### src/dcp_pkg.sv
// constants, encodings and register map of the dual converter control and output port
package dcp_pkg;

	// ****************************************
	// data path
	// ****************************************
	localparam int SAMPLE_BITS = 12;
	// encode cycles from a sample edge until the sample shows on the buses
	localparam int LATENCY_CYCLES = 6;
	// the capture edge fills stage 0; buffer entry and output stage take the last two edges
	localparam int PIPE_STAGES = LATENCY_CYCLES - 1;
	// edges after reset release before the strap has crossed its synchroniser
	localparam logic [1:0] STRAP_SETTLE = 2'h2;
	localparam int PHASE_TAPS = 4;

	// ****************************************
	// serial frame: one command byte then one data byte, msb first
	// ****************************************
	localparam logic [2:0] LAST_BIT = 3'h7;
	localparam int RW_BIT = 7;

	// ****************************************
	// mode control registers (7-bit address, 8-bit data)
	// ****************************************
	localparam logic [6:0] ADDR_RESET = 7'h00;
	localparam logic [6:0] ADDR_POWER = 7'h01;
	localparam logic [6:0] ADDR_TIMING = 7'h02;
	localparam logic [6:0] ADDR_FORMAT = 7'h03;
	localparam int RESET_BIT = 7;
	localparam int DCS_BIT = 0;
	localparam int PHASE_LSB = 1;
	localparam int TWOS_BIT = 0;
	localparam logic [1:0] POWER_RST = 2'h0;
	localparam logic DCS_RST = 1'b0;
	localparam logic [1:0] PHASE_RST = 2'h0;
	localparam logic TWOS_RST = 1'b0;

	// power codes, same in both programming modes
	localparam logic [1:0] PWR_NORMAL = 2'h0;
	localparam logic [1:0] PWR_SLEEP = 2'h3;

	// serial port phase, one-hot
	typedef enum logic [3:0] {
		SER_IDLE = 4'h1,
		SER_CMD = 4'h2,
		SER_WR = 4'h4,
		SER_RD = 4'h8
	} dcp_ser_e;

endpackage

### src/dcp_core.sv
// configuration port and full-rate sample output of the two-channel converter
//
// Contract
// strap low: four pins form serial port
// strap high: four pins are parallel mode inputs
// convert both channels on encode rising edge
// serial clock shifts only while select low
// serial data sampled on serial clock rise
// readback shifted out, host captures on fall
// serial output is open drain, low or released
// parallel: select level switches duty stabilizer
// parallel: serial clock level picks output format
// parallel: data in/out levels pick power state
// buses and flags change on forwarded clock fall
// forwarded clock phase delay set by register
// negative forwarded clock always complements positive
// twelve lines per channel, top line msb
// overrange flag high on over/underflow sample
// sample appears six encode cycles later
// one aligned new sample per encode cycle
`timescale 1ns/1ns
module dcp_core #(
	parameter int BITS = dcp_pkg::SAMPLE_BITS
) (
	input wire logic clk,
	input wire logic sys_rst,
	input wire logic programming_mode_strap,
	input wire logic encode_in_pos,
	input wire logic encode_in_neg,
	input wire logic cs_n,
	input wire logic sck,
	input wire logic sdi,
	input wire logic sdo_in,
	output logic sdo_out,
	output logic sdo_oe,
	input wire logic [BITS-1:0] conv1_data,
	input wire logic conv1_ovr,
	input wire logic [BITS-1:0] conv2_data,
	input wire logic conv2_ovr,
	output logic [BITS-1:0] chan1_sample_bus,
	output logic [BITS-1:0] chan2_sample_bus,
	output logic chan1_overrange_flag,
	output logic chan2_overrange_flag,
	output logic fwd_out_clock_pos,
	output logic fwd_out_clock_neg,
	input wire logic sample_ready,
	output logic sample_valid,
	output logic sample_lost,
	output logic parallel_mode,
	output logic dcs_on,
	output logic twos_complement,
	output logic [1:0] power_state
);

	localparam int W = 2 * BITS + 2;
	localparam int NP = dcp_pkg::PIPE_STAGES;

	// ****************************************
	// state
	// ****************************************
	typedef struct packed {
		logic [1:0] cs_q;
		logic [1:0] sck_q;
		logic [1:0] sdi_q;
		logic [1:0] sdo_q;
		logic [1:0] encp_q;
		logic [1:0] encn_q;
		logic [1:0] strap_q;
		logic [1:0][W-1:0] conv_q;
		logic sck_d;
		logic enc_d;
		logic strap_done;
		logic [1:0] strap_cnt;
		logic par;
		dcp_pkg::dcp_ser_e ser;
		logic [2:0] bit_cnt;
		logic [6:0] shift;
		logic [6:0] addr;
		logic [7:0] rd_shift;
		logic sdo_low;
		logic [1:0] reg_power;
		logic reg_dcs;
		logic [1:0] reg_phase;
		logic reg_twos;
		logic [NP-1:0][W-1:0] pipe;
		logic [NP-1:0] pipe_vld;
		logic [W-1:0] out_word;
		logic out_vld;
		logic lost;
		logic [dcp_pkg::PHASE_TAPS-1:0] fwd_line;
	} dcp_core_s;

	dcp_core_s st;
	dcp_core_s next_st;

	logic cs_lvl;
	logic sck_lvl;
	logic sck_rise;
	logic sck_fall;
	logic enc_lvl;
	logic enc_rise;
	logic active;
	logic [7:0] rx_byte;
	logic [7:0] rd_value;
	logic [1:0] eff_phase;
	logic buf_in_valid;
	logic buf_in_ready;
	logic buf_out_valid;
	logic buf_out_ready;
	logic [W-1:0] buf_out_data;

	// ****************************************
	// decoded levels and edges (second synchroniser stage only)
	// ****************************************
	assign cs_lvl = st.cs_q[1];
	assign sck_lvl = st.sck_q[1];
	assign sck_rise = sck_lvl & ~st.sck_d;
	assign sck_fall = ~sck_lvl & st.sck_d;
	// single-ended encode ties the negative leg low, so this covers both drives
	assign enc_lvl = st.encp_q[1] & ~st.encn_q[1];
	assign enc_rise = enc_lvl & ~st.enc_d;
	assign rx_byte = {st.shift, st.sdi_q[1]};

	// parallel mode reads the pins as levels, serial mode the registers
	assign dcs_on = st.par ? cs_lvl : st.reg_dcs;
	assign twos_complement = st.par ? sck_lvl : st.reg_twos;
	assign power_state = st.par ? {st.sdi_q[1], st.sdo_q[1]} : st.reg_power;
	assign eff_phase = st.par ? 2'h0 : st.reg_phase;
	assign parallel_mode = st.par;
	assign active = st.strap_done & (power_state == dcp_pkg::PWR_NORMAL);

	always_comb begin
		unique case (st.addr)
			dcp_pkg::ADDR_POWER: rd_value = {6'h00, st.reg_power};
			dcp_pkg::ADDR_TIMING: rd_value = {5'h00, st.reg_phase, st.reg_dcs};
			dcp_pkg::ADDR_FORMAT: rd_value = {7'h00, st.reg_twos};
			default: rd_value = 8'h00;
		endcase
	end

	// ****************************************
	// sample path: pipeline, buffer, output stage
	// ****************************************
	assign buf_in_valid = enc_rise & active & st.pipe_vld[NP-1];
	assign buf_out_ready = enc_rise & sample_ready;

	dcp_buf2 #(
		.WIDTH(W)
	) u_buf (
		.clk(clk),
		.sys_rst(sys_rst),
		.in_valid(buf_in_valid),
		.in_ready(buf_in_ready),
		.in_data(st.pipe[NP-1]),
		.out_valid(buf_out_valid),
		.out_ready(buf_out_ready),
		.out_data(buf_out_data)
	);

	always_comb begin
		next_st = st;
		// ****************************************
		// synchronisers
		// ****************************************
		next_st.cs_q = {st.cs_q[0], cs_n};
		next_st.sck_q = {st.sck_q[0], sck};
		next_st.sdi_q = {st.sdi_q[0], sdi};
		next_st.sdo_q = {st.sdo_q[0], sdo_in};
		next_st.encp_q = {st.encp_q[0], encode_in_pos};
		next_st.encn_q = {st.encn_q[0], encode_in_neg};
		next_st.strap_q = {st.strap_q[0], programming_mode_strap};
		next_st.conv_q = {st.conv_q[0], {conv2_ovr, conv1_ovr, conv2_data, conv1_data}};
		next_st.sck_d = sck_lvl;
		next_st.enc_d = enc_lvl;

		// strap is a tie, caught once after reset and then held; the sync chain is
		// cleared by reset, so wait until the pin level has reached its second stage
		if (!st.strap_done) begin
			next_st.strap_cnt = 2'(st.strap_cnt + 2'h1);
			next_st.strap_done = (st.strap_cnt == dcp_pkg::STRAP_SETTLE);
			next_st.par = st.strap_q[1];
		end

		// ****************************************
		// serial port
		// ****************************************
		if (st.par || !st.strap_done) begin
			next_st.ser = dcp_pkg::SER_IDLE;
			next_st.sdo_low = 1'b0;
		end else if (cs_lvl) begin
			// select high: the port ignores the clock and lets go of the line
			next_st.ser = dcp_pkg::SER_IDLE;
			next_st.bit_cnt = 3'h0;
			next_st.sdo_low = 1'b0;
		end else begin
			if (st.ser == dcp_pkg::SER_IDLE) begin
				next_st.ser = dcp_pkg::SER_CMD;
				next_st.bit_cnt = 3'h0;
			end
			if (sck_rise && st.ser != dcp_pkg::SER_IDLE) begin
				next_st.shift = rx_byte[6:0];
				next_st.bit_cnt = 3'(st.bit_cnt + 3'h1);
				if (st.bit_cnt == dcp_pkg::LAST_BIT) begin
					unique case (st.ser)
						dcp_pkg::SER_CMD: begin
							next_st.addr = rx_byte[6:0];
							next_st.ser = rx_byte[dcp_pkg::RW_BIT] ? dcp_pkg::SER_RD
								: dcp_pkg::SER_WR;
						end
						dcp_pkg::SER_WR: begin
							next_st.ser = dcp_pkg::SER_CMD;
							unique case (st.addr)
								dcp_pkg::ADDR_RESET: begin
									if (rx_byte[dcp_pkg::RESET_BIT]) begin
										next_st.reg_power = dcp_pkg::POWER_RST;
										next_st.reg_dcs = dcp_pkg::DCS_RST;
										next_st.reg_phase = dcp_pkg::PHASE_RST;
										next_st.reg_twos = dcp_pkg::TWOS_RST;
									end
								end
								dcp_pkg::ADDR_POWER: next_st.reg_power = rx_byte[1:0];
								dcp_pkg::ADDR_TIMING: begin
									next_st.reg_dcs = rx_byte[dcp_pkg::DCS_BIT];
									next_st.reg_phase = rx_byte[dcp_pkg::PHASE_LSB+:2];
								end
								dcp_pkg::ADDR_FORMAT: next_st.reg_twos = rx_byte[dcp_pkg::TWOS_BIT];
								default: begin
								end
							endcase
						end
						default: next_st.ser = dcp_pkg::SER_CMD;
					endcase
				end
			end
			// readback moves on the falling clock edge; unlisted addresses read zero
			if (sck_fall) begin
				if (st.ser == dcp_pkg::SER_RD) begin
					if (st.bit_cnt == 3'h0 && st.sdo_low == 1'b0 && st.rd_shift == 8'h00) begin
						next_st.rd_shift = {rd_value[6:0], 1'b0};
						next_st.sdo_low = ~rd_value[7];
					end else begin
						next_st.rd_shift = {st.rd_shift[6:0], 1'b0};
						next_st.sdo_low = ~st.rd_shift[7];
					end
				end else begin
					next_st.sdo_low = 1'b0;
					next_st.rd_shift = 8'h00;
				end
			end
		end

		// ****************************************
		// conversion pipeline, advanced once per encode edge
		// ****************************************
		if (enc_rise) begin
			next_st.pipe[0] = st.conv_q[1];
			next_st.pipe_vld[0] = active;
			for (int i = 1; i < NP; i++) begin
				next_st.pipe[i] = st.pipe[i-1];
				next_st.pipe_vld[i] = st.pipe_vld[i-1] & active;
			end
			// a full buffer drops the incoming word and says so for one cycle
			next_st.lost = buf_in_valid & ~buf_in_ready;
			if (buf_out_ready) begin
				next_st.out_word = buf_out_data;
				next_st.out_vld = buf_out_valid;
			end
		end else begin
			next_st.lost = 1'b0;
		end

		// ****************************************
		// forwarded clock: tap 0 falls together with the data update; the phase register selects a later tap
		// ****************************************
		next_st.fwd_line[0] = active & ~enc_lvl;
		for (int k = 1; k < dcp_pkg::PHASE_TAPS; k++) begin
			next_st.fwd_line[k] = st.fwd_line[k-1];
		end
	end

	always_ff @(posedge clk or posedge sys_rst) begin
		if (sys_rst) begin
			st <= '0;
			st.ser <= dcp_pkg::SER_IDLE;
			st.reg_power <= dcp_pkg::POWER_RST;
			st.reg_dcs <= dcp_pkg::DCS_RST;
			st.reg_phase <= dcp_pkg::PHASE_RST;
			st.reg_twos <= dcp_pkg::TWOS_RST;
		end else begin
			st <= next_st;
		end
	end

	// ****************************************
	// outputs
	// ****************************************
	// offset binary by default; two's complement flips the msb on the way out
	assign chan1_sample_bus = {st.out_word[BITS-1] ^ twos_complement,
		st.out_word[BITS-2:0]};
	assign chan2_sample_bus = {st.out_word[2*BITS-1] ^ twos_complement,
		st.out_word[2*BITS-2:BITS]};
	assign chan1_overrange_flag = st.out_word[2*BITS];
	assign chan2_overrange_flag = st.out_word[2*BITS+1];
	assign sample_valid = st.out_vld;
	assign sample_lost = st.lost;
	assign fwd_out_clock_pos = st.fwd_line[eff_phase];
	assign fwd_out_clock_neg = ~st.fwd_line[eff_phase];
	// open drain: the pad only ever pulls low
	assign sdo_out = 1'b0;
	assign sdo_oe = st.sdo_low & ~st.par;

endmodule // dcp_core

### src/dcp_buf2.sv
// two-entry valid/ready buffer
`timescale 1ns/1ns
module dcp_buf2 #(
	parameter int WIDTH = 26
) (
	input wire logic clk,
	input wire logic sys_rst,
	input wire logic in_valid,
	output logic in_ready,
	input wire logic [WIDTH-1:0] in_data,
	output logic out_valid,
	input wire logic out_ready,
	output logic [WIDTH-1:0] out_data
);

	typedef struct packed {
		logic [1:0][WIDTH-1:0] mem;
		logic wr_ptr;
		logic rd_ptr;
		logic [1:0] count;
	} dcp_buf2_s;

	dcp_buf2_s st;
	dcp_buf2_s next_st;
	logic push;
	logic pop;

	// full and empty follow the real count, so a stalled drain fills it
	assign in_ready = (st.count != 2'h2);
	assign out_valid = (st.count != 2'h0);
	assign out_data = st.mem[st.rd_ptr];
	assign push = in_valid & in_ready;
	assign pop = out_valid & out_ready;

	always_comb begin
		next_st = st;
		if (push) begin
			next_st.mem[st.wr_ptr] = in_data;
			next_st.wr_ptr = ~st.wr_ptr;
		end
		if (pop) begin
			next_st.rd_ptr = ~st.rd_ptr;
		end
		next_st.count = 2'(st.count + {1'b0, push} - {1'b0, pop});
	end

	always_ff @(posedge clk or posedge sys_rst) begin
		if (sys_rst) begin
			st <= '0;
		end else begin
			st <= next_st;
		end
	end

endmodule // dcp_buf2

### config.mk
export PLATFORM = sky130hd
export DESIGN_NAME = dcp_core
export DESIGN_NICKNAME = d
export VERILOG_FILES = /design/src/dcp_pkg.sv /design/src/dcp_core.sv /design/src/dcp_buf2.sv
export SDC_FILE = /design/constraint.sdc
export NUM_CORES = 1
export LEC_CHECK = 0
export BUFFER_PORTS_ARGS = -buffer_cell sky130_fd_sc_hd__buf_2
export CAP_MARGIN = 20
export CORE_MARGIN = 4
export CORE_UTILIZATION = 65
export DETAILED_ROUTE_END_ITERATION = 10
export PLACE_DENSITY = 0.84
export SYNTH_ARGS = -nofsm -noshare
export SYNTH_HDL_FRONTEND = slang
export SYNTH_SLANG_ARGS = --single-unit
### constraint.sdc
create_clock -name clk -period 24.1 [get_ports clk]
set_input_delay 1.205 -clock clk [delete_from_list [all_inputs] [get_ports clk]]
set_output_delay 1.205 -clock clk [all_outputs]
set_load 0.01 [all_outputs]
==> results of run 1 <==
-- synthesized netlist by cell type, types with 5 or more instances --
library cell / count
xnor2_1: 6
inv_1: 17
o21ai_0: 43
nor2_1: 11
nand2_1: 448
mux2i_1: 34
dfrtp_1: 329
mux2_2: 67
ha_1: 6
buf_4: 26
clkbuf_1: 34
nor2b_1: 5
buf_2: 6
nand3_1: 7
-- stage by stage --
stage               hold slack, ns  utilization, %  instances  power (mW)  area, sq um
finish                      0.3428           73.49       1397       1.247        13790
global route                0.3488           73.49       1397       1.303        13790
CTS                         0.3442           73.49       1397       1.258        13790
detailed placement          0.3347           67.90       1341      0.7662        12740
global placement            0.3316           67.90       1341      0.7576        12740
floorplan                   0.3312               -       1103      0.7334        12420
-- layer usage --
metal | track usage, % | vias to the layer above
li1 | - | 3581
met2 | 30.15 | 167
met3 | 3.073 | 32
met4 | 4.845 | 0
met1 | 30.33 | 3675
met5 | 0 | -
-- worst max path at each step --
stage | end | from | slack [ns] | cells after the start
floorplan | chan1_overrange_flag | sys_rst | 13.76 | 1
global placement | chan1_sample_bus[4] | sys_rst | 21.15 | 3
detailed placement | u_buf.st[32] | sys_rst | 21.11 | 3
CTS | chan2_sample_bus[11] | parallel_mode | 20.78 | 3
global route | chan2_sample_bus[11] | parallel_mode | 20.66 | 3
finish | chan2_sample_bus[11] | parallel_mode | 20.82 | 3
-- power by group through the flow --
stage | clock network, mW | logic [mW] | registers, mW
6_report | 0.488 | 0.0995 | 0.659
5_1_grt | 0.522 | 0.115 | 0.666
4_1_cts | 0.498 | 0.102 | 0.658
3_5_place_dp | 0 | 0.0994 | 0.667
3_3_place_gp | 0 | 0.0944 | 0.663
2_1_floorplan | 0 | 0.0844 | 0.649
-- final cells by class --
| type | count | area, sq um |
|---|---|---|
| clock buffer | 44 | 904.6 |
| clock inverter | 12 | 145.1 |
| fill | 1231 | 4975 |
| inverter | 17 | 71.32 |
| multi-input combinational | 682 | 3700 |
| sequential | 330 | 8259 |
| tap | 234 | 292.8 |
| timing repair buffer | 78 | 420.4 |
-- sequential cells by signal, indices dropped and copies added, names as in the netlist --
name,count
sample_valid,1
u_buf.st,56
chan1_sample_bus,11
cs_lvl,1
chan2_overrange_flag,1
chan2_sample_bus,11
st,201
chan1_overrange_flag,1
sample_lost,1
rx_byte,8
parallel_mode,1
next_st,37
-- logic make-up (layout without fill, tap and decap cells) --
family,count (synthesis),in the layout
AOI/OAI and AO/OA,62,62
xor gates and xnor gates,7,7
adders and majority gates,6,6
buffers and inverters,91,151
DFF,330,330
muxes,103,103
other,1,1
and+or+nand+nor,503,503
-- critical path, cell delays in order, from the launching register on --
cell	delay (ns)
dfrtp_1	0.74
mux2i_1	0.46
xnor2_1	0.17
buf_2	0.15
==> flow_metrics.tcl, run 1 <==
set metrics [dict create \
    ys_types 53 \
    layout-drive-gt1-share_pct 18.06 \
    postCtsSetupRepairBufs 0 \
    cts_tree "built" \
    dr.pass1.iters 7 \
    rrSetupSlack_ns 21.62 \
    layout_commonest_cell "nand2_1" \
    rsz0062_at_grt "no" \
    synth_area_leaders "dfrtp_1 66%, nand2_1 14%, mux2_2 6.1%" \
    postSynthCellCount 1103 \
    seqPwrFrac_pct 52.8 \
    cts_buffers 31 \
    muxShareOfSynthArea_pct 8.995 \
    max_cap_viol_count 0 \
    hp-class "flop to flop" \
    nets 1182 \
    met1_length_um 9784 \
    place.gp.congestion 0.7103 \
    status "finished clean" \
    startpoint_type "flop" \
    synth-xor-area-share_pct 0.4936 \
    antenna_found_initial 0 \
    cp.arrival_ns 2.07 \
    drtIter0Drc 466 \
    swShare_pct 24.02 \
    end_kind "output port" \
    clock_latency_ns 0.55 \
    port-buffer-count 71 \
    synth.cell_area_sq_um 12420 \
    p_comb_share_pct 8.0 \
    yosys_warnings 0 \
    io_pins 73 \
    synth_top_area_share_pct 66.28 \
    r2r-end "u_buf.st[9]" \
    min_to "st[240]" \
    timing.rr.start "parallel_mode" \
    power_switching_uw 299.4 \
    drc 0 \
    reg2reg_depth 4 \
    finalCritPeriodShare_pct 13.60 \
    cts_sinks 330 \
    synth_top_family_by_area "simple AND/OR/NAND/NOR gates" \
    ys_seq_elements 330 \
    final_max_slew_viol_count 0 \
    post_drt_wl_per_cell_um 14.87 \
    hp-start "next_st[240]" \
    async_reset_ff_share_pct 100.0 \
    ctsResizeCount 0 \
    period_needed_ns 3.278 \
    area_growth_pct 11.04 \
    yosys.area.top_type "dfrtp_1" \
    layout_common_cells "448 x nand2_1, 329 x dfrtp_1, 71 x buf_2" \
    synth-compound-area-share_pct 2.941 \
    initial_utilization_pct 66.19 \
    synth_fa_ha_area_share_pct 0.6044 \
    hold_path_depth 0 \
    synth_nets 1145 \
    root_buffer "clkbuf_16" \
    clockPowerShare_pct 39.2 \
    gr-usage-all-layers_pct 19.68 \
    finalClockSkew_ns 0.009959 \
    setup_viol 0 \
    wl_met3_um 870 \
    timing.final.hold_violations 0 \
    synth-edff-count 0 \
    routed_wl_um 20770 \
    fin_setup_tns_ns 0 \
    p_per_area_nw_per_um2 90.37 \
    grt_pass1_vias 7258 \
    die_w_um 146.2 \
    routed.top_layer "met4" \
    cp_max_fo 18 \
    yosys.area_share.simple_pct 16.61 \
    cp.required_ns 22.89 \
    max_slew_margin_pct 26.89 \
    clkTransAtPathRegs_ns 0.06 \
    grt_max_degree 215 \
    max-vdd-ir-drop_mv 0.07065 \
    dieArea_sq_um 21390 \
    fmax_mhz 305.1 \
    worstSetupPathType "flop to output port" \
    internal-power_uw 947.1 \
    syn_area_per_cell_sq_um 11.26 \
    hpwl_um 12380 \
    die_h_um 146.2 \
    hold_buffers 0 \
    met2_wirelength_um 9772 \
    grt-ovfl-total 0 \
    via_per_inst 5.336 \
    worstMarginPinSlew_ns 1.097 \
    p_leak_nw 7.226 \
    grt_pass1_wl_um 35410 \
    htreeDepth 1 \
    ant_nets 0 \
    vias 7455 \
    yosysSeqAreaShare_pct 66.49 \
    finalWorstSetupSlack_ns 20.82 \
    core_area_sq_um 18770 \
    place_ws_ns 21.11 \
    ctsLongestPathBuffers 3 \
    rows 50 \
    synth_ff_type "dfrtp_1" \
    diodes 0 \
]
(Power assumes the default switching activity.)
==> inputs of run 2 (changes only) <==
--- a/config.mk
+++ b/config.mk
@@ -5,12 +5,13 @@
 export SDC_FILE = /design/constraint.sdc
 export NUM_CORES = 1
 export LEC_CHECK = 0
+export ABC_AREA = 1
 export BUFFER_PORTS_ARGS = -buffer_cell sky130_fd_sc_hd__buf_2
 export CAP_MARGIN = 20
 export CORE_MARGIN = 4
-export CORE_UTILIZATION = 65
+export CORE_UTILIZATION = 60
 export DETAILED_ROUTE_END_ITERATION = 10
-export PLACE_DENSITY = 0.84
+export PLACE_DENSITY = 0.79
 export SYNTH_ARGS = -nofsm -noshare
 export SYNTH_HDL_FRONTEND = slang
 export SYNTH_SLANG_ARGS = --single-unit
==> constraint.sdc (replaced) <==
create_clock -name clk -period 3.4 [get_ports clk]
set_input_delay 0.17 -clock clk [delete_from_list [all_inputs] [get_ports clk]]
set_output_delay 0.17 -clock clk [all_outputs]
set_load 0.01 [all_outputs]
==> run 2 against run 1 <==
Worst hold slack worse by 0.28 ns. Register-to-register slack worse by 21 ns. Synthesized area is 1.6% higher. Die area is 9.5% higher. Sequential share of layout area is 2.8 points lower. Critical path type is now flop to flop. Critical endpoint is now st[73]. Largest cell class unchanged. Largest power group unchanged. Highest routed layer unchanged.
==> flow_metrics.tcl, run 2 <==
set metrics [dict create \
    die_h_um 153.1 \
    status "finished clean" \
    ctsLongestPathBuffers 3 \
    dp_cells 1606 \
    initial_utilization_pct 61.60 \
    synth_top_area_share_pct 65.21 \
    startpoint_type "flop" \
    largest_reg_flops 201 \
    power_switching_mw 2.391 \
    postSynthCellCount 1329 \
    synth_nets 1371 \
    seqPwrFrac_pct 50.5 \
    yosysSeqAreaShare_pct 65.42 \
    diodes 0 \
    synth-edff-count 0 \
    vias 8707 \
    clock_latency_ns 0.50 \
    grt_max_degree 78 \
    p_per_area_nw_per_um2 643.5 \
    drc 0 \
    dieArea_sq_um 23430 \
    synth_area_leaders "dfrtp_1 65%, nand2_1 18%, nand3_1 2.9%" \
    instances_no_fill 1700 \
    yosys_warnings 0 \
    end_kind "flop" \
    num-fill-cells 1468 \
    grt_pass1_wl_um 42060 \
    cts_buffers 34 \
    finalCritPeriodShare_pct 71.43 \
    layout_commonest_cell "nand2_1" \
    period_needed_ns 2.429 \
    p_leak_nw 7.601 \
    fmax_mhz 411.7 \
    crit_chain "inv_1 > nand3_4 > inv_4 > buf_4 > buf_4 > nand2_1 > nand2_1" \
    clkTransAtPathRegs_ns 0.06 \
    via_per_inst 5.122 \
    p_comb_share_pct 10.5 \
    ys_types 35 \
    clockPowerShare_pct 39.0 \
    grt_pass1_vias 8537 \
    internal-power_mw 6.923 \
    synth.top_cells.by_count "622 x nand2_1, 329 x dfrtp_1, 72 x nand3_1" \
    place.gp.congestion 0.8637 \
    worst_path_dominant_cell_family "buffers and inverters" \
    swShare_pct 25.67 \
    core_area_sq_um 20490 \
    worstSetupPathType "flop to flop" \
    grt-ovfl-total 0 \
    cp_max_fo 72 \
    cp.arrival_ns 2.86 \
    die_w_um 153.1 \
    max_cap_viol_count 0 \
    slowest_delay_ns 0.64 \
    ant_nets 0 \
    io_pins 73 \
    layout_common_cells "622 x nand2_1, 329 x dfrtp_1, 72 x nand3_1" \
    dr.pass1.iters 5 \
    synth_ff_type "dfrtp_1" \
    ys_seq_elements 330 \
    setup_viol 0 \
    multi_input_area_sq_um 3685 \
    gr-usage-all-layers_pct 21.30 \
    drtIter0Drc 650 \
    routed_wl_um 23940 \
    synth.cell_area_sq_um 12620 \
    finalClockSkew_ns 0.01505 \
    yosysMostFrequentCell "nand2_1" \
    critPathSlowestCell "buf_4" \
    htreeDepth 2 \
    worstMarginPinSlew_ns 0.9402 \
    hpwl_um 13890 \
    max_slew_margin_pct 37.19 \
    port-buffer-count 71 \
    rows 52 \
    root_buffer "clkbuf_16" \
    post_drt_wl_per_cell_um 14.08 \
    area_growth_pct 14.64 \
    timing.final.hold_violations 0 \
    cts_tree "built" \
    cp.required_ns 3.83 \
    seq_area_sq_um 8259 \
    rsz0062_at_grt "no" \
    nets 1448 \
    syn_area_per_cell_sq_um 9.499 \
    async_reset_ff_share_pct 100.0 \
    largest-register "st" \
    cts_sinks 330 \
    critical_path_buf_inv_count 4 \
    power.total_mw 9.313 \
    yosys.area.top_type "dfrtp_1" \
    fin_setup_tns_ns 0 \
    hp-class "input pin to flop" \
    final_max_slew_viol_count 0 \
    antenna_found_initial 0 \
    max-vdd-ir-drop_mv 0.5051 \
    layout-drive-gt1-share_pct 11.61 \
]
==> run 2: cell count changes in the layout (fill, tap and decap cells not counted), moves of 6 or more <==
cell,before,now
a31oi_1,1,26
buf_4,6,12
dlygate4sd3_1,0,34
inv_1,16,54
mux2_2,67,0
mux2i_1,34,0
nand2_1,448,622
nand3_1,7,72
nor2_1,11,54
o21ai_0,43,26
o21ai_1,0,8
==> run 2: cell type report <==
| cell class | instances | area share [%] |
|---|---|---|
| well taps | 270 | 2.334 |
| repair buffers | 120 | 5.844 |
| multi-input cells | 858 | 25.46 |
| inverters | 62 | 1.651 |
| flip-flops and latches | 330 | 57.07 |
| clock inverters | 13 | 0.8645 |
| clock buffers | 47 | 6.778 |
==> run 2: cell families (layout without fill, tap and decap cells) <==
group | after synthesis | after routing | share of synthesized area, %
other | 1 | 1 | 0.02970
buffers and inverters | 141 | 242 | 5.510
AOI/OAI and AO/OA | 69 | 69 | 3.112
xor gates and xnor gates | 6 | 6 | 0.4163
adders and majority gates | 6 | 6 | 0.5946
DFF | 330 | 330 | 65.42
and+or+nand+nor | 776 | 776 | 24.92
==> run 2: path summary, 6_finish.rpt <==
check | startpoint | end | slack (ns) | cells past startpoint
max in group asynchronous | sys_rst | st[199] | 2.03 | 4
setup reg to reg | st[264] | st[73] | 0.97 | 7
setup / recovery | st[264] | st[73] | 0.97 | 7
hold reg to reg | next_st[252] | st[252] | 0.35 | 0
min in group asynchronous | sys_rst | st[256] | 0.41 | 3
hold / removal | sample_ready | sample_valid | 0.06 | 4
==> run 2: repair_timing <==
item | 4_1_cts | 5_1_grt
hold buffers | 34 | 0
endpoints found under the hold margin | 66 | 0
setup buffers | 0 | 0
resized for setup | 0 | 0
==> run 2: worst register-to-register path, cell delays in order, from the launching register on <==
cell     delay (ns)
dfrtp_1        0.38
inv_1          0.09
nand3_4        0.31
inv_4          0.17
buf_4          0.50
buf_4          0.64
nand2_1        0.17
nand2_1        0.09
==> run 2: power by group through the flow <==
stage                     Sequential (mW)  Clock [mW]  Combinational, mW
after global routing                 4.76        3.90               1.12
after floorplan                      4.68           0              0.748
after CTS                            4.70        3.70              0.995
after global placement               4.74           0              0.909
after detailed placement             4.76           0              0.949
final                                4.70        3.64              0.979
==> run 2: through the flow <==
step	hold slack [ns]	area [sq um]	setup slack (ns)	utilization, %
after floorplan	0.2014	12630	-1.176	-
after global placement	0.2773	13030	1.058	63.56
after detailed placement	0.2793	13030	0.9693	63.56
after CTS	0.05814	14470	0.9450	70.62
after global routing	0.1059	14470	0.7268	70.62
final	0.06286	14470	0.9713	70.62
==> run 2: routing by layer <==
layer  vias to the layer above  part of all wire (%)  GRT usage, %
li1                       4286                     -             -
met1                      4123                    46         31.72
met2                       258                    46         33.53
met3                        40                   5.5         3.138
met4                         0                   2.0         5.685
met5                         -                     0             0
==> inputs of run 3 (changes only) <==
==> constraint.sdc (replaced) <==
create_clock -name clk -period 2.4 [get_ports clk]
set_input_delay 0.12 -clock clk [delete_from_list [all_inputs] [get_ports clk]]
set_output_delay 0.12 -clock clk [all_outputs]
set_load 0.01 [all_outputs]
==> run 3 against run 2 <==
Setup slack lost 0.50 ns. Worst hold slack improved by 0.11 ns. Die area stayed put. Critical path depth stayed put. Cell count grew 0.12%. Routed wire length is 3.1% lower. Critical path type unchanged. Largest power group unchanged.
==> flow_metrics.tcl, run 3 (synthesis results as in run 2) <==
set metrics [dict create \
    status "finished clean" \
    cp-startpoint "st[206]" \
    dr.pass1.iters 5 \
    clkTransAtPathRegs_ns 0.06 \
    clockPowerShare_pct 38.8 \
    cp_max_fo 14 \
    via_per_inst 5.130 \
    setup_viol 0 \
    worstMarginPinSlew_ns 0.9943 \
    swShare_pct 25.65 \
    cts_tree "built" \
    area_growth_pct 15.00 \
    cts_sinks 330 \
    nets 1451 \
    utilization_pct 70.84 \
    rows 52 \
    ctsResizeCount 0 \
    reg2reg_depth 7 \
    cp.arrival_ns 2.28 \
    timing.rr.start "st[206]" \
    r2r-end "st[186]" \
    startpoint_type "flop" \
    layout-drive-gt1-share_pct 11.66 \
    design_area_sq_um 14520 \
    drc 0 \
    routed_wl_um 23190 \
    final_max_slew_viol_count 0 \
    io_pins 73 \
    drtIter0Drc 631 \
    largest-register "st" \
    p_leak_nw 7.620 \
    grt_pass1_wl_um 40280 \
    end_kind "flop" \
    placed_area_sq_um 13070 \
    vias 8731 \
    largest_reg_flops 201 \
    finalCritPeriodShare_pct 80.40 \
    grt-ovfl-total 0 \
    htreeDepth 2 \
    cts_buffers 34 \
    die_w_um 153.1 \
    timing.final.hold_violations 0 \
    rsz0062_at_grt "no" \
    port-buffer-count 71 \
    seqPwrFrac_pct 50.6 \
    root_buffer "clkbuf_16" \
    hp-class "input pin to flop" \
    place.gp.congestion 0.8893 \
    hold_path_depth 4 \
    max_slew_margin_pct 33.72 \
    fmax_mhz 518.2 \
    initial_utilization_pct 61.60 \
    hpwl_um 13680 \
    grt_pass1_vias 8469 \
    core_area_sq_um 20490 \
    post_drt_wl_per_cell_um 13.63 \
    dieArea_sq_um 23430 \
    layout_commonest_cell "nand2_1" \
    power_switching_mw 3.374 \
    p_comb_share_pct 10.5 \
    cp-endpoint "st[186]" \
    diodes 0 \
    worstSetupPathType "flop to flop" \
    internal-power_mw 9.781 \
    max_cap_viol_count 0 \
    ant_nets 0 \
    layout_common_cells "622 x nand2_1, 329 x dfrtp_1, 72 x nand3_1" \
    clock_latency_ns 0.51 \
    gr-usage-all-layers_pct 20.17 \
    ctsLongestPathBuffers 3 \
    rrSetupSlack_ns 0.47 \
    grt_max_degree 135 \
    max-vdd-ir-drop_mv 0.7798 \
    cp.required_ns 2.75 \
    finalClockSkew_ns 0.01967 \
    antenna_found_initial 0 \
    period_needed_ns 1.930 \
    die_h_um 153.1 \
    p_per_area_nw_per_um2 906.1 \
]
## run 3: cell types whose count changed in the layout (fill, tap and decap cells not counted), sizes merged
| cell | change |
|---|---|
| clkbuf | +3 |
| bufinv | -1 |
| clkinv | -2 |
| buf | +3 |
| clkinvlp | -1 |
## run 3: layer usage
| layer | part of all wire (%) | global-route usage (%) |
|---|---|---|
| met5 | 0 | 0 |
| met4 | 2.1 | 5.897 |
| met3 | 6.0 | 3.732 |
| met2 | 45 | 30.36 |
| met1 | 47 | 30.54 |
## run 3: through the flow
step                std cells  power [mW]  hold slack (ns)  setup slack, ns  TNS [ns]
floorplan                1329       7.686           0.1514           -2.126   -700.34
global placement         1609       8.019           0.2273           0.5691         0
detailed placement       1609       8.088           0.2293           0.4884         0
CTS                      1702       13.29           0.1536           0.4526         0
global route             1702       13.82           0.1796           0.2188         0
finish                   1702       13.16           0.1726           0.4703         0
## run 3: what timing repair did
item                      4_1_cts  5_1_grt
hold endpoints to repair       54        0
hold buffers                   34        0
buffers inserted                0        0
## run 3: how the worst min path moves through the flow
stage / from / to
after global routing: sample_ready / sample_valid
after floorplan: conv1_data[0] / next_st[235]
after global placement: conv1_data[3] / next_st[238]
final: sample_ready / sample_valid
after CTS: sample_ready / sample_valid
after detailed placement: conv1_data[9] / next_st[244]
## run 3: layout make-up
cell class / instances / area (sq um)
fillers: 1498 / 5976
clock inverters: 9 / 92.59
clock buffers: 50 / 1012
flip-flops and latches: 330 / 8259
inverters: 62 / 239.0
multi-input cells: 858 / 3685
well taps: 270 / 337.8
repair buffers: 123 / 893.4
## run 3: worst max-delay path: stages, from the launching register on
cell and delay, ns:
dfrtp_1 0.50, inv_2 0.06, nor2_2 0.19, nand2_2 0.15, inv_2 0.13, nand3_1 0.45, nand2_1 0.21, o21ai_1 0.09
## run 3: power groups by stage
stage,Sequential (mW),Combinational (mW),Clock [mW]
6_report,6.66,1.39,5.10
5_1_grt,6.74,1.59,5.48
4_1_cts,6.66,1.41,5.22
3_5_place_dp,6.74,1.34,0
3_3_place_gp,6.72,1.30,0
2_1_floorplan,6.63,1.06,0
